==> config.mk <==
export PLATFORM = sky130hd
export DESIGN_NAME = pmwc_power_ctrl
export DESIGN_NICKNAME = d
export VERILOG_FILES = /design/src/verilog/pmwc_power_ctrl.v
export VERILOG_INCLUDE_DIRS = /design/src /design/src/verilog
export SDC_FILE = /design/constraint.sdc
export NUM_CORES = 1
export LEC_CHECK = 0
export ABC_CLOCK_PERIOD_IN_PS = 2800
export BUFFER_PORTS_ARGS = -buffer_cell sky130_fd_sc_hd__buf_2
export CORE_MARGIN = 5
export CORE_UTILIZATION = 56
export CTS_CLUSTER_SIZE = 24
export DETAILED_ROUTE_END_ITERATION = 10
export PLACE_DENSITY = 0.77
export SETUP_SLACK_MARGIN = 0.5
export SLEW_MARGIN = 40
export SYNTH_ARGS = -nofsm -noshare
export SYNTH_HDL_FRONTEND = slang
export SYNTH_SLANG_ARGS = --single-unit
==> constraint.sdc <==
create_clock -name clk_i -period 2.8 [get_ports clk_i]
set_clock_uncertainty 0.05 [all_clocks]
set_input_delay 0.14 -clock clk_i [delete_from_list [all_inputs] [get_ports clk_i]]
set_output_delay 0.14 -clock clk_i [all_outputs]
set_load 0.01 [all_outputs]
==> src/verilog/pmwc_regs.vh <==
/*
 * Register map, field positions and reset values of the power-mode and
 * wake-up controller. Assumes a 32-bit AXI4-Lite register bus.
 */
`ifndef PMWC_REGS_VH
`define PMWC_REGS_VH

// Byte addresses of the register words
`define PMWC_ADDR_PWR_CTRL   8'h00
`define PMWC_ADDR_P1_WAKE    8'h04
`define PMWC_ADDR_SEL_WAKE   8'h08
`define PMWC_ADDR_WAKE_CFG   8'h0C
`define PMWC_ADDR_IRQ_CFG    8'h10
`define PMWC_ADDR_STATUS     8'h14

// power_control_reg fields
`define PMWC_HALT_BIT        0
`define PMWC_SLEEP_BIT       1

// wake_cfg fields
`define PMWC_SEL_LSB         0
`define PMWC_SEL_MSB         1
`define PMWC_CMP_IDLE_BIT    2
`define PMWC_WDT_IDLE_BIT    3
`define PMWC_WDT_PD_BIT      4

// irq_cfg fields: enables in byte 0, level-mode in byte 1
`define PMWC_IRQ_EN_LSB      0
`define PMWC_IRQ_EN_MSB      5
`define PMWC_IRQ_LVL_LSB     8
`define PMWC_IRQ_LVL_MSB     13

// Wake-port selector codes
`define PMWC_SEL_PORT0       2'h0
`define PMWC_SEL_PORT2       2'h1
`define PMWC_SEL_PORT3       2'h2
`define PMWC_SEL_PORT5       2'h3

// Wake cause codes shown in status
`define PMWC_CAUSE_NONE      3'h0
`define PMWC_CAUSE_IRQ       3'h1
`define PMWC_CAUSE_GPIO      3'h2
`define PMWC_CAUSE_RESET     3'h3
`define PMWC_CAUSE_WDT       3'h4

// Reset values and bus answers
`define PMWC_RST_BYTE        8'h00
`define PMWC_RST_WORD        32'h0000_0000
`define PMWC_RESP_OKAY       2'h0
`define PMWC_RESP_SLVERR     2'h2

`endif

==> src/verilog/pmwc_power_ctrl.v <==
/*
 * Power-mode and wake-up controller: Idle and Power-down entry, wake-up
 * by interrupt, reset pin, GPIO falling edge and watchdog, and the timed
 * oscillator restart. Assumes one 20 MHz clock, a synchronous active-low
 * power-on reset, and wake pins that arrive asynchronously.
 */
// Decided for this implementation: the AXI4-Lite interface to the registers and the placing of the registers.
// What this block does
// - Halt request gates CPU clock; CPU state simply kept.
// - Port pins hold their levels throughout Idle.
// - Timers, PWM timer and UART keep running in Idle.
// - Comparator and watchdog run in Idle only if their options set.
// - Any enabled interrupt or reset ends Idle; interrupt served at once.
// - After interrupt return, execution continues after the Idle entry.
// - Deep-sleep request stops oscillator and powers down flash.
// - RAM kept in Power-down; registers not guaranteed at low supply.
// - Power-down ends only on reset, interrupt, GPIO or non-stop watchdog.
// - External line wakes Power-down only if enabled and level mode.
// - Interrupt wake restarts oscillator, holds CPU until counter full.
// - Reset pin rise in Power-down restarts oscillator with timed hold.
// - Reset ending Idle: two machine cycles run with RAM blocked.
// - Every port 1 pin and selected port pin has a wake enable.
// - Lines 0,1,4,5 pins keep GPIO wake; lines 2,3 need enabled irq.
// - GPIO fall ends Power-down with timed restart, no interrupt.
// - GPIO fall ends Idle with no interrupt, resuming in place.
// - Deep-sleep bit 1, halt bit 0; cleared by software, or by exit from the bit's own mode only.
// - Wake pins trigger on falling edge in Power-down and Idle.
// - Selector codes 00,01,10,11 pick ports 0, 2, 3, 5.
`include "pmwc_regs.vh"

module pmwc_power_ctrl #(
    parameter RESTART_CYCLES = 1024, // Oscillator restart timeout
    parameter MACHINE_CYCLE  = 1,    // Clocks per machine cycle
    parameter GRACE_MC       = 2     // Machine cycles run before reset
) (
    input  wire        clk_i,
    input  wire        rst_n_i,
    // AXI4-Lite slave
    input  wire [7:0]  s_axi_awaddr,
    input  wire        s_axi_awvalid,
    output wire        s_axi_awready,
    input  wire [31:0] s_axi_wdata,
    input  wire [3:0]  s_axi_wstrb,
    input  wire        s_axi_wvalid,
    output wire        s_axi_wready,
    output reg  [1:0]  s_axi_bresp,
    output reg         s_axi_bvalid,
    input  wire        s_axi_bready,
    input  wire [7:0]  s_axi_araddr,
    input  wire        s_axi_arvalid,
    output wire        s_axi_arready,
    output reg  [31:0] s_axi_rdata,
    output reg  [1:0]  s_axi_rresp,
    output reg         s_axi_rvalid,
    input  wire        s_axi_rready,
    // Pins and partners
    input  wire        rst_pin_i,
    input  wire [5:0]  ext_irq_line_n_i,
    input  wire [7:0]  port1_pins_i,
    input  wire [7:0]  port0_pins_i,
    input  wire [7:0]  port2_pins_i,
    input  wire [7:0]  port3_pins_i,
    input  wire [7:0]  port5_pins_i,
    input  wire        irq_pending_i,
    input  wire        wdt_wake_i,
    output reg         cpu_clk_en_o,
    output reg         cpu_reset_o,
    output reg         port_hold_o,
    output reg         periph_run_o,
    output reg         cmp_run_o,
    output reg         wdt_run_o,
    output reg         osc_en_o,
    output reg         flash_pd_o,
    output reg         ram_block_o,
    output reg         wake_pulse_o
);
    localparam S_RUN     = 5'h01;
    localparam S_IDLE    = 5'h02;
    localparam S_PDOWN   = 5'h04;
    localparam S_RESTART = 5'h08;
    localparam S_GRACE   = 5'h10;
    localparam integer RESTART_INT = RESTART_CYCLES - 1;
    localparam integer GRACE_INT   = GRACE_MC * MACHINE_CYCLE - 1;
    localparam [15:0]  RESTART_LAST = RESTART_INT[15:0];
    localparam [15:0]  GRACE_LAST   = GRACE_INT[15:0];

    // Byte-lane merge of a write into a stored word
    function [31:0] merge;
        input [31:0] old;
        input [31:0] data;
        input [3:0]  strb;
        integer i;
        begin
            merge = old;
            for (i = 0; i < 4; i = i + 1)
                if (strb[i])
                    merge[i*8 +: 8] = data[i*8 +: 8];
        end
    endfunction

    // Port picked by the selector
    function [7:0] pick_port;
        input [1:0] sel;
        input [7:0] p0;
        input [7:0] p2;
        input [7:0] p3;
        input [7:0] p5;
        begin
            case (sel)
                `PMWC_SEL_PORT0: pick_port = p0;
                `PMWC_SEL_PORT2: pick_port = p2;
                `PMWC_SEL_PORT3: pick_port = p3;
                default:         pick_port = p5;
            endcase
        end
    endfunction

    reg  [4:0]  state;
    reg  [15:0] count;
    reg  [2:0]  cause;
    reg  [1:0]  pwr_ctrl;
    reg  [7:0]  p1_wake_en;
    reg  [7:0]  sel_wake_en;
    reg  [4:0]  wake_cfg;
    reg  [13:0] irq_cfg;
    reg  [46:0] sync1;
    reg  [46:0] sync2;
    reg  [46:0] prev;
    reg         aw_full;
    reg         w_full;
    reg  [7:0]  aw_addr;
    reg  [31:0] w_data;
    reg  [3:0]  w_strb;

    // Two-flop synchronisers for every pin; prev reads only the second
    always @(posedge clk_i)
    begin
        if (!rst_n_i)
        begin
            sync1 <= 47'h0;
            sync2 <= 47'h0;
            prev  <= 47'h0;
        end
        else
        begin
            sync1 <= {rst_pin_i, port5_pins_i, port3_pins_i, port2_pins_i,
                      port0_pins_i, port1_pins_i, ext_irq_line_n_i};
            sync2 <= sync1;
            prev  <= sync2;
        end
    end

    wire [5:0]  irq_n    = sync2[5:0];
    wire [7:0]  p1_fall  = prev[13:6] & ~sync2[13:6];
    wire [7:0]  sel_fall = pick_port(wake_cfg[`PMWC_SEL_MSB:`PMWC_SEL_LSB],
                               prev[21:14] & ~sync2[21:14],
                               prev[29:22] & ~sync2[29:22],
                               prev[37:30] & ~sync2[37:30],
                               prev[45:38] & ~sync2[45:38]);
    wire        rst_pin  = sync2[46];
    wire        rst_rise = sync2[46] & ~prev[46];

    // Falling edges on enabled pins; shared lines 0,1,4,5 keep wake
    // whatever their irq enable, lines 2,3 never sit on a selectable port
    wire gpio_wake = |(p1_fall & p1_wake_en) |
                     |(sel_fall & sel_wake_en);
    // Level-mode enabled lines only; a low level covers the falling edge
    wire irq_wake = |(~irq_n & irq_cfg[`PMWC_IRQ_EN_MSB:`PMWC_IRQ_EN_LSB]
                      & irq_cfg[`PMWC_IRQ_LVL_MSB:`PMWC_IRQ_LVL_LSB]);
    wire wdt_pd   = wdt_wake_i & wake_cfg[`PMWC_WDT_PD_BIT];
    wire wdt_idle = wdt_wake_i & wake_cfg[`PMWC_WDT_IDLE_BIT];

    // Bus handshakes are combinational; data and answers are registered
    assign s_axi_awready = ~aw_full & ~s_axi_bvalid;
    assign s_axi_wready  = ~w_full & ~s_axi_bvalid;
    assign s_axi_arready = ~s_axi_rvalid;
    wire aw_take = s_axi_awvalid & s_axi_awready;
    wire w_take  = s_axi_wvalid & s_axi_wready;
    wire have_aw = aw_full | aw_take;
    wire have_w  = w_full | w_take;
    wire wr_do   = have_aw & have_w;
    wire [7:0]  wa = aw_full ? aw_addr : s_axi_awaddr;
    wire [31:0] wd = w_full ? w_data : s_axi_wdata;
    wire [3:0]  ws = w_full ? w_strb : s_axi_wstrb;
    wire wr_pwr  = wr_do & (wa == `PMWC_ADDR_PWR_CTRL);
    wire [31:0] pwr_new = merge({30'h0, pwr_ctrl}, wd, ws);
    wire [31:0] p1_new  = merge({24'h0, p1_wake_en}, wd, ws);
    wire [31:0] sel_new = merge({24'h0, sel_wake_en}, wd, ws);
    wire [31:0] cfg_new = merge({27'h0, wake_cfg}, wd, ws);
    wire [31:0] irq_new = merge({18'h0, irq_cfg}, wd, ws);

    wire in_sleep = state == S_IDLE || state == S_PDOWN;

    // Address and data may arrive in either order; held until paired
    always @(posedge clk_i)
    begin
        if (!rst_n_i)
        begin
            aw_full      <= 1'b0;
            w_full       <= 1'b0;
            aw_addr      <= `PMWC_RST_BYTE;
            w_data       <= `PMWC_RST_WORD;
            w_strb       <= 4'h0;
            s_axi_bvalid <= 1'b0;
            s_axi_bresp  <= `PMWC_RESP_OKAY;
            p1_wake_en   <= `PMWC_RST_BYTE;
            sel_wake_en  <= `PMWC_RST_BYTE;
            wake_cfg     <= 5'h00;
            irq_cfg      <= 14'h0000;
        end
        else
        begin
            if (s_axi_bvalid && s_axi_bready)
                s_axi_bvalid <= 1'b0;
            if (aw_take)
                aw_addr <= s_axi_awaddr;
            if (w_take)
            begin
                w_data <= s_axi_wdata;
                w_strb <= s_axi_wstrb;
            end
            aw_full <= have_aw & ~wr_do;
            w_full  <= have_w & ~wr_do;
            if (wr_do)
            begin
                s_axi_bvalid <= 1'b1;
                s_axi_bresp  <= `PMWC_RESP_OKAY;
                if (wa == `PMWC_ADDR_P1_WAKE)
                    p1_wake_en <= p1_new[7:0];
                else if (wa == `PMWC_ADDR_SEL_WAKE)
                    sel_wake_en <= sel_new[7:0];
                else if (wa == `PMWC_ADDR_WAKE_CFG)
                    wake_cfg <= cfg_new[4:0];
                else if (wa == `PMWC_ADDR_IRQ_CFG)
                    irq_cfg <= irq_new[13:0];
                else if (wa != `PMWC_ADDR_PWR_CTRL
                         && wa != `PMWC_ADDR_STATUS)
                    s_axi_bresp <= `PMWC_RESP_SLVERR;
            end
        end
    end

    // Read side: one answer per address, unmapped answers SLVERR
    always @(posedge clk_i)
    begin
        if (!rst_n_i)
        begin
            s_axi_rvalid <= 1'b0;
            s_axi_rdata  <= `PMWC_RST_WORD;
            s_axi_rresp  <= `PMWC_RESP_OKAY;
        end
        else if (s_axi_arvalid && s_axi_arready)
        begin
            s_axi_rvalid <= 1'b1;
            s_axi_rresp  <= `PMWC_RESP_OKAY;
            if (s_axi_araddr == `PMWC_ADDR_PWR_CTRL)
                s_axi_rdata <= {30'h0, pwr_ctrl};
            else if (s_axi_araddr == `PMWC_ADDR_P1_WAKE)
                s_axi_rdata <= {24'h0, p1_wake_en};
            else if (s_axi_araddr == `PMWC_ADDR_SEL_WAKE)
                s_axi_rdata <= {24'h0, sel_wake_en};
            else if (s_axi_araddr == `PMWC_ADDR_WAKE_CFG)
                s_axi_rdata <= {27'h0, wake_cfg};
            else if (s_axi_araddr == `PMWC_ADDR_IRQ_CFG)
                s_axi_rdata <= {18'h0, irq_cfg};
            else if (s_axi_araddr == `PMWC_ADDR_STATUS)
                s_axi_rdata <= {24'h0, 1'b0, cause, state[4:1]};
            else
            begin
                s_axi_rdata <= `PMWC_RST_WORD;
                s_axi_rresp <= `PMWC_RESP_SLVERR;
            end
        end
        else if (s_axi_rvalid && s_axi_rready)
            s_axi_rvalid <= 1'b0;
    end

    // Mode sequencer. A write to power_control_reg is ignored while
    // asleep, since the CPU cannot issue one then.
    always @(posedge clk_i)
    begin
        if (!rst_n_i)
        begin
            state        <= S_RUN;
            count        <= 16'h0;
            cause        <= `PMWC_CAUSE_NONE;
            pwr_ctrl     <= 2'h0;
            wake_pulse_o <= 1'b0;
        end
        else
        begin
            wake_pulse_o <= 1'b0;
            case (state)
                S_RUN:
                begin
                    if (wr_pwr)
                    begin
                        pwr_ctrl <= pwr_new[1:0];
                        // Deep sleep wins when both bits are written
                        if (pwr_new[`PMWC_SLEEP_BIT])
                            state <= S_PDOWN;
                        else if (pwr_new[`PMWC_HALT_BIT])
                            state <= S_IDLE;
                    end
                end
                S_IDLE:
                begin
                    if (rst_rise)
                    begin
                        state <= S_GRACE;
                        count <= 16'h0;
                        cause <= `PMWC_CAUSE_RESET;
                        pwr_ctrl[`PMWC_HALT_BIT] <= 1'b0;
                    end
                    else if (irq_pending_i || gpio_wake || wdt_idle)
                    begin
                        // Clock back next edge; no PC change on resume
                        state <= S_RUN;
                        wake_pulse_o <= 1'b1;
                        cause <= irq_pending_i ? `PMWC_CAUSE_IRQ :
                                 gpio_wake ? `PMWC_CAUSE_GPIO :
                                 `PMWC_CAUSE_WDT;
                        pwr_ctrl[`PMWC_HALT_BIT] <= 1'b0;
                    end
                end
                S_PDOWN:
                begin
                    // Only these sources may end deep sleep
                    if (rst_rise || irq_wake || gpio_wake || wdt_pd)
                    begin
                        state <= S_RESTART;
                        count <= 16'h0;
                        cause <= rst_rise ? `PMWC_CAUSE_RESET :
                                 irq_wake ? `PMWC_CAUSE_IRQ :
                                 gpio_wake ? `PMWC_CAUSE_GPIO :
                                 `PMWC_CAUSE_WDT;
                        pwr_ctrl[`PMWC_SLEEP_BIT] <= 1'b0;
                    end
                end
                S_RESTART:
                begin
                    // Same timeout for every deep-sleep exit
                    if (count == RESTART_LAST)
                    begin
                        state <= S_RUN;
                        wake_pulse_o <= 1'b1;
                    end
                    else
                        count <= count + 16'h1;
                end
                S_GRACE:
                begin
                    if (count == GRACE_LAST)
                        state <= S_RUN;
                    else
                        count <= count + 16'h1;
                end
                default:
                    state <= S_RUN;
            endcase
        end
    end

    // Clock, power and hold controls, all registered from state
    always @(posedge clk_i)
    begin
        if (!rst_n_i)
        begin
            cpu_clk_en_o <= 1'b1;
            cpu_reset_o  <= 1'b0;
            port_hold_o  <= 1'b0;
            periph_run_o <= 1'b1;
            cmp_run_o    <= 1'b1;
            wdt_run_o    <= 1'b1;
            osc_en_o     <= 1'b1;
            flash_pd_o   <= 1'b0;
            ram_block_o  <= 1'b0;
        end
        else
        begin
            // CPU clock gated; registers and RAM untouched while stopped
            cpu_clk_en_o <= ~in_sleep & state != S_RESTART;
            // Core held in reset while the pin is high, except in Idle and grace; the pin is kept
            // high past the restart timeout by the reset source
            cpu_reset_o  <= rst_pin & state != S_GRACE &
                            state != S_IDLE;
            port_hold_o  <= state == S_IDLE;
            periph_run_o <= state != S_PDOWN;
            cmp_run_o    <= state != S_PDOWN &&
                            (state != S_IDLE ||
                             wake_cfg[`PMWC_CMP_IDLE_BIT]);
            wdt_run_o    <= state == S_PDOWN ? wake_cfg[`PMWC_WDT_PD_BIT] :
                            state != S_IDLE ||
                            wake_cfg[`PMWC_WDT_IDLE_BIT];
            // Oscillator off, flash down; RAM retention is analog
            osc_en_o     <= state != S_PDOWN;
            flash_pd_o   <= state == S_PDOWN;
            ram_block_o  <= state == S_GRACE;
        end
    end
endmodule // pmwc_power_ctrl

==> reports/qor.yml <==
synthesis:
  synth_edf_count: 0
  synth_common_cells: "dfxtp_1, and2_1, nor2_1, nand2_1, a21oi_1"
  ys_ff_latch: 249
  synthTopCellsByArea: "dfxtp_1, and2_1, mux2i_1, nor2_1, nand2_1"
  synth_area_sq_um: 9620
  synth_area_per_cell_sq_um: 9.47
  synthCells: 1016
  ys.flop_type: "dfxtp_1"
  ys_warn_count: 0
  synthArstFlopShare: 0
  ys_seq_area_frac: 0.518
  synth_area_leader_cell: "dfxtp_1"
  yosysTopAreaCellShare: 0.518
  synth_cell_types: 73
  yosysMostFrequentCell: "dfxtp_1"
clocking:
  ctsLongestPathBuffers: 3
  cts-root-buf: "clkbuf_16"
  cts_sinks: 249
  cts_buffers: 24
  htreeDepth: 1
  clk_latency_ns: 0.52
  clk_pin_slew_worst_paths_ns: 0.06
  cts_tree: "done"
power_and_ir_drop:
  power_switching_w: 0.00168
  finalPower_w: 0.00746
  swShare: 0.225
  p_int_w: 0.00579
  leakage_nw: 5.31
  p_seq_frac: 0.497
  p_clk_frac: 0.431
  irDropWorstVdd_uv: 534
  p_per_area_nw_per_um2: 599
  power_frac_comb: 0.073
cells_and_area:
  multi_input_area_sq_um: 4620
  fin_cells: 1467
  antenna_cells: 0
  drive_above_1_share: 0.238
  fillers: 1215
  final_core_util: 0.730
  nets: 1337
  syn2layout_area_growth_pct: 29.5
  final-seq-area_sq_um: 5010
sta:
  fmax_mhz: 418
  period_minus_slack_ns: 2.39
  setup_viol: 0
  maxSlewViolCount: 0
  hold_ws_ns: 0.0848
  maxSlewHeadroom: 0.536
  tns_ns: 0
  hold_viol: 0
  tightest_slew_ns: 0.696
  min_period_over_period: 0.855
  rsz0062_at_grt: "true"
run:
  cap_violations: 0
die:
  io_pins: 159
  die_x_microns: 141
  dieArea_sq_um: 19900
  dieHeight_microns: 141
  fp-row-count: 48
  start_util: 0.564
  core_sq_um: 17100
setup_path:
  cp_max_fo: 8
  end_kind: "register"
  cp_top_family: "simple AND/OR/NAND/NOR gates"
  crit_path_start: "wake_cfg[0]"
  timing.rr.start: "wake_cfg[0]"
  cpMostUsedCell: "or4_4"
  max_stage_delay_ns: 0.56
  crit_type: "register to register"
  path_cells: "buf_4 -> nor2_1 -> a221oi_2 -> o22ai_1 -> or4_4 -> o21ai_4 -> buf_6 -> or4_4 -> a21oi_2"
  required_ns: 3.16
  startpoint_type: "register"
  path_buf_inv: 2
  critPathArrivalTime_ns: 2.75
  slowest_stage: "or4_4"
placement:
  port_buffers: 118
  place.gp.congestion: 0.925
  dp_hpwl_microns: 14600
  place_inst: 1334
detailed_routing:
  num_vias: 7777
  drtAntennaViolNets: 0
  routed_wl_microns: 23300
  viasPerCell: 5.30
  wl_per_cell_microns: 15.9
  dr.pass1.iters: 5
  drt-initial-drc-count: 570
  drc: 0
grt:
  overflow: 0
  grt_pass1_wl_microns: 37100
  antenna_found_initial: 0
  grt_max_degree: 56
  first_global_vias: 7444
  grt.total_usage: 0.225
hold_path:
  hold_path_class: "input pin to register"
  min_from: "irq_pending_i"
status:
  outcome: "complete, no violations"
repair_timing:
item / in CTS / in global routing
gates cloned: 2 / 0
hold endpoints to repair: 80 / 0
endpoints found under the setup margin: 26 / 50
pin swaps: 16 / 30
buffers inserted: 10 / 5
gates resized for setup: 34 / 56
hold buffers: 75 / 0
power groups by stage:
| stage | logic [W] | registers (W) | clock network (W) |
|---|---|---|---|
| 2_1_floorplan | 0.000311 | 0.00377 | 0 |
| 3_3_place_gp | 0.000421 | 0.00378 | 0 |
| 3_5_place_dp | 0.000429 | 0.00378 | 0 |
| 4_1_cts | 0.000521 | 0.00370 | 0.00327 |
| 5_1_grt | 0.000597 | 0.00372 | 0.00342 |
| 6_report | 0.000543 | 0.00371 | 0.00321 |
routing by layer:
metal,track usage,vias to the layer above,wire length [microns]
met5,0,-,0
met4,0.0668,0,552
met3,0.0370,46,1540
met2,0.383,261,11300
met1,0.296,3616,9910
li1,-,3854,-
state kept, by name, summed over array words and instances, names as in the netlist, 3 cells and up:
| name | flops |
|---|---|
| sel_wake_en | 8 |
| sync2 | 47 |
| cause | 3 |
| w_data | 14 |
| state | 5 |
| prev | 41 |
| aw_addr | 8 |
| s_axi_rdata | 14 |
| irq_cfg | 14 |
| wake_cfg | 5 |
| sync1 | 47 |
| p1_wake_en | 8 |
| count | 16 |
cell families (layout without fill, tap and decap cells):
kind of cell / count (synthesis) / after routing / share of synthesized area
multiplexers: 66 / 66 / 0.0712
XOR/XNOR: 3 / 3 / 0.00273
AND/OR/NAND/NOR: 444 / 444 / 0.248
buffers and inverters: 91 / 297 / 0.0462
flip-flops: 249 / 249 / 0.518
other: 1 / 20 / 0.000390
adder cells (fa/ha/maj): 2 / 2 / 0.00260
AO/OA/AOI/OAI: 160 / 161 / 0.111
per-stage QoR:
stage,setup slack (ns),cell area [sq um]
floorplan,0.575,9690
global placement,0.357,10400
detailed placement,0.287,10400
CTS,0.414,12200
global route,0.325,12500
finish,0.407,12500
worst register-to-register path, cell delays in order, from the launching register on:
cell	delay [ns]
dfxtp_4	0.39
buf_4	0.17
nor2_1	0.07
a221oi_2	0.28
o22ai_1	0.17
or4_4	0.56
o21ai_4	0.25
buf_6	0.17
or4_4	0.13
a21oi_2	0.05
final timing paths:
path                                      to  slack, ns  cells after the start
worst max-delay path               count[14]       0.41                      9
worst min-delay path            wake_pulse_o       0.08                      5
worst max register to register     count[14]       0.41                      9
worst min register to register      sync2[0]       0.38                      1
layout by cell type, fill, tap and decap left out, drive strengths merged, types with 3 or more instances in the layout:
cell type / count
a221oi: 11
nand3b: 10
nand2b: 3
a211oi: 4
mux2i: 47
nor2: 111
nor4: 12
a21oi: 55
or4: 3
buf: 157
nor2b: 31
clkinv: 7
conb: 20
nand3: 7
clkinvlp: 3
and2: 139
clkbuf: 29
a22oi: 10
o21ai: 31
and3: 7
nand2: 79
a31oi: 6
nand4: 12
nor3: 14
inv: 24
and4: 3
o221ai: 6
o22ai: 9
dlygate4sd3: 75
dfxtp: 249
or3: 3
mux2: 19
cell type report:
type	instances	area share
Clock buffer	29	0.0529
Clock inverter	12	0.0115
Inverter	24	0.00723
Multi-Input combinational cell	696	0.371
Sequential cell	249	0.402
Tap cell	225	0.0226
Timing Repair Buffer	232	0.133
(Power assumes the default switching activity.)
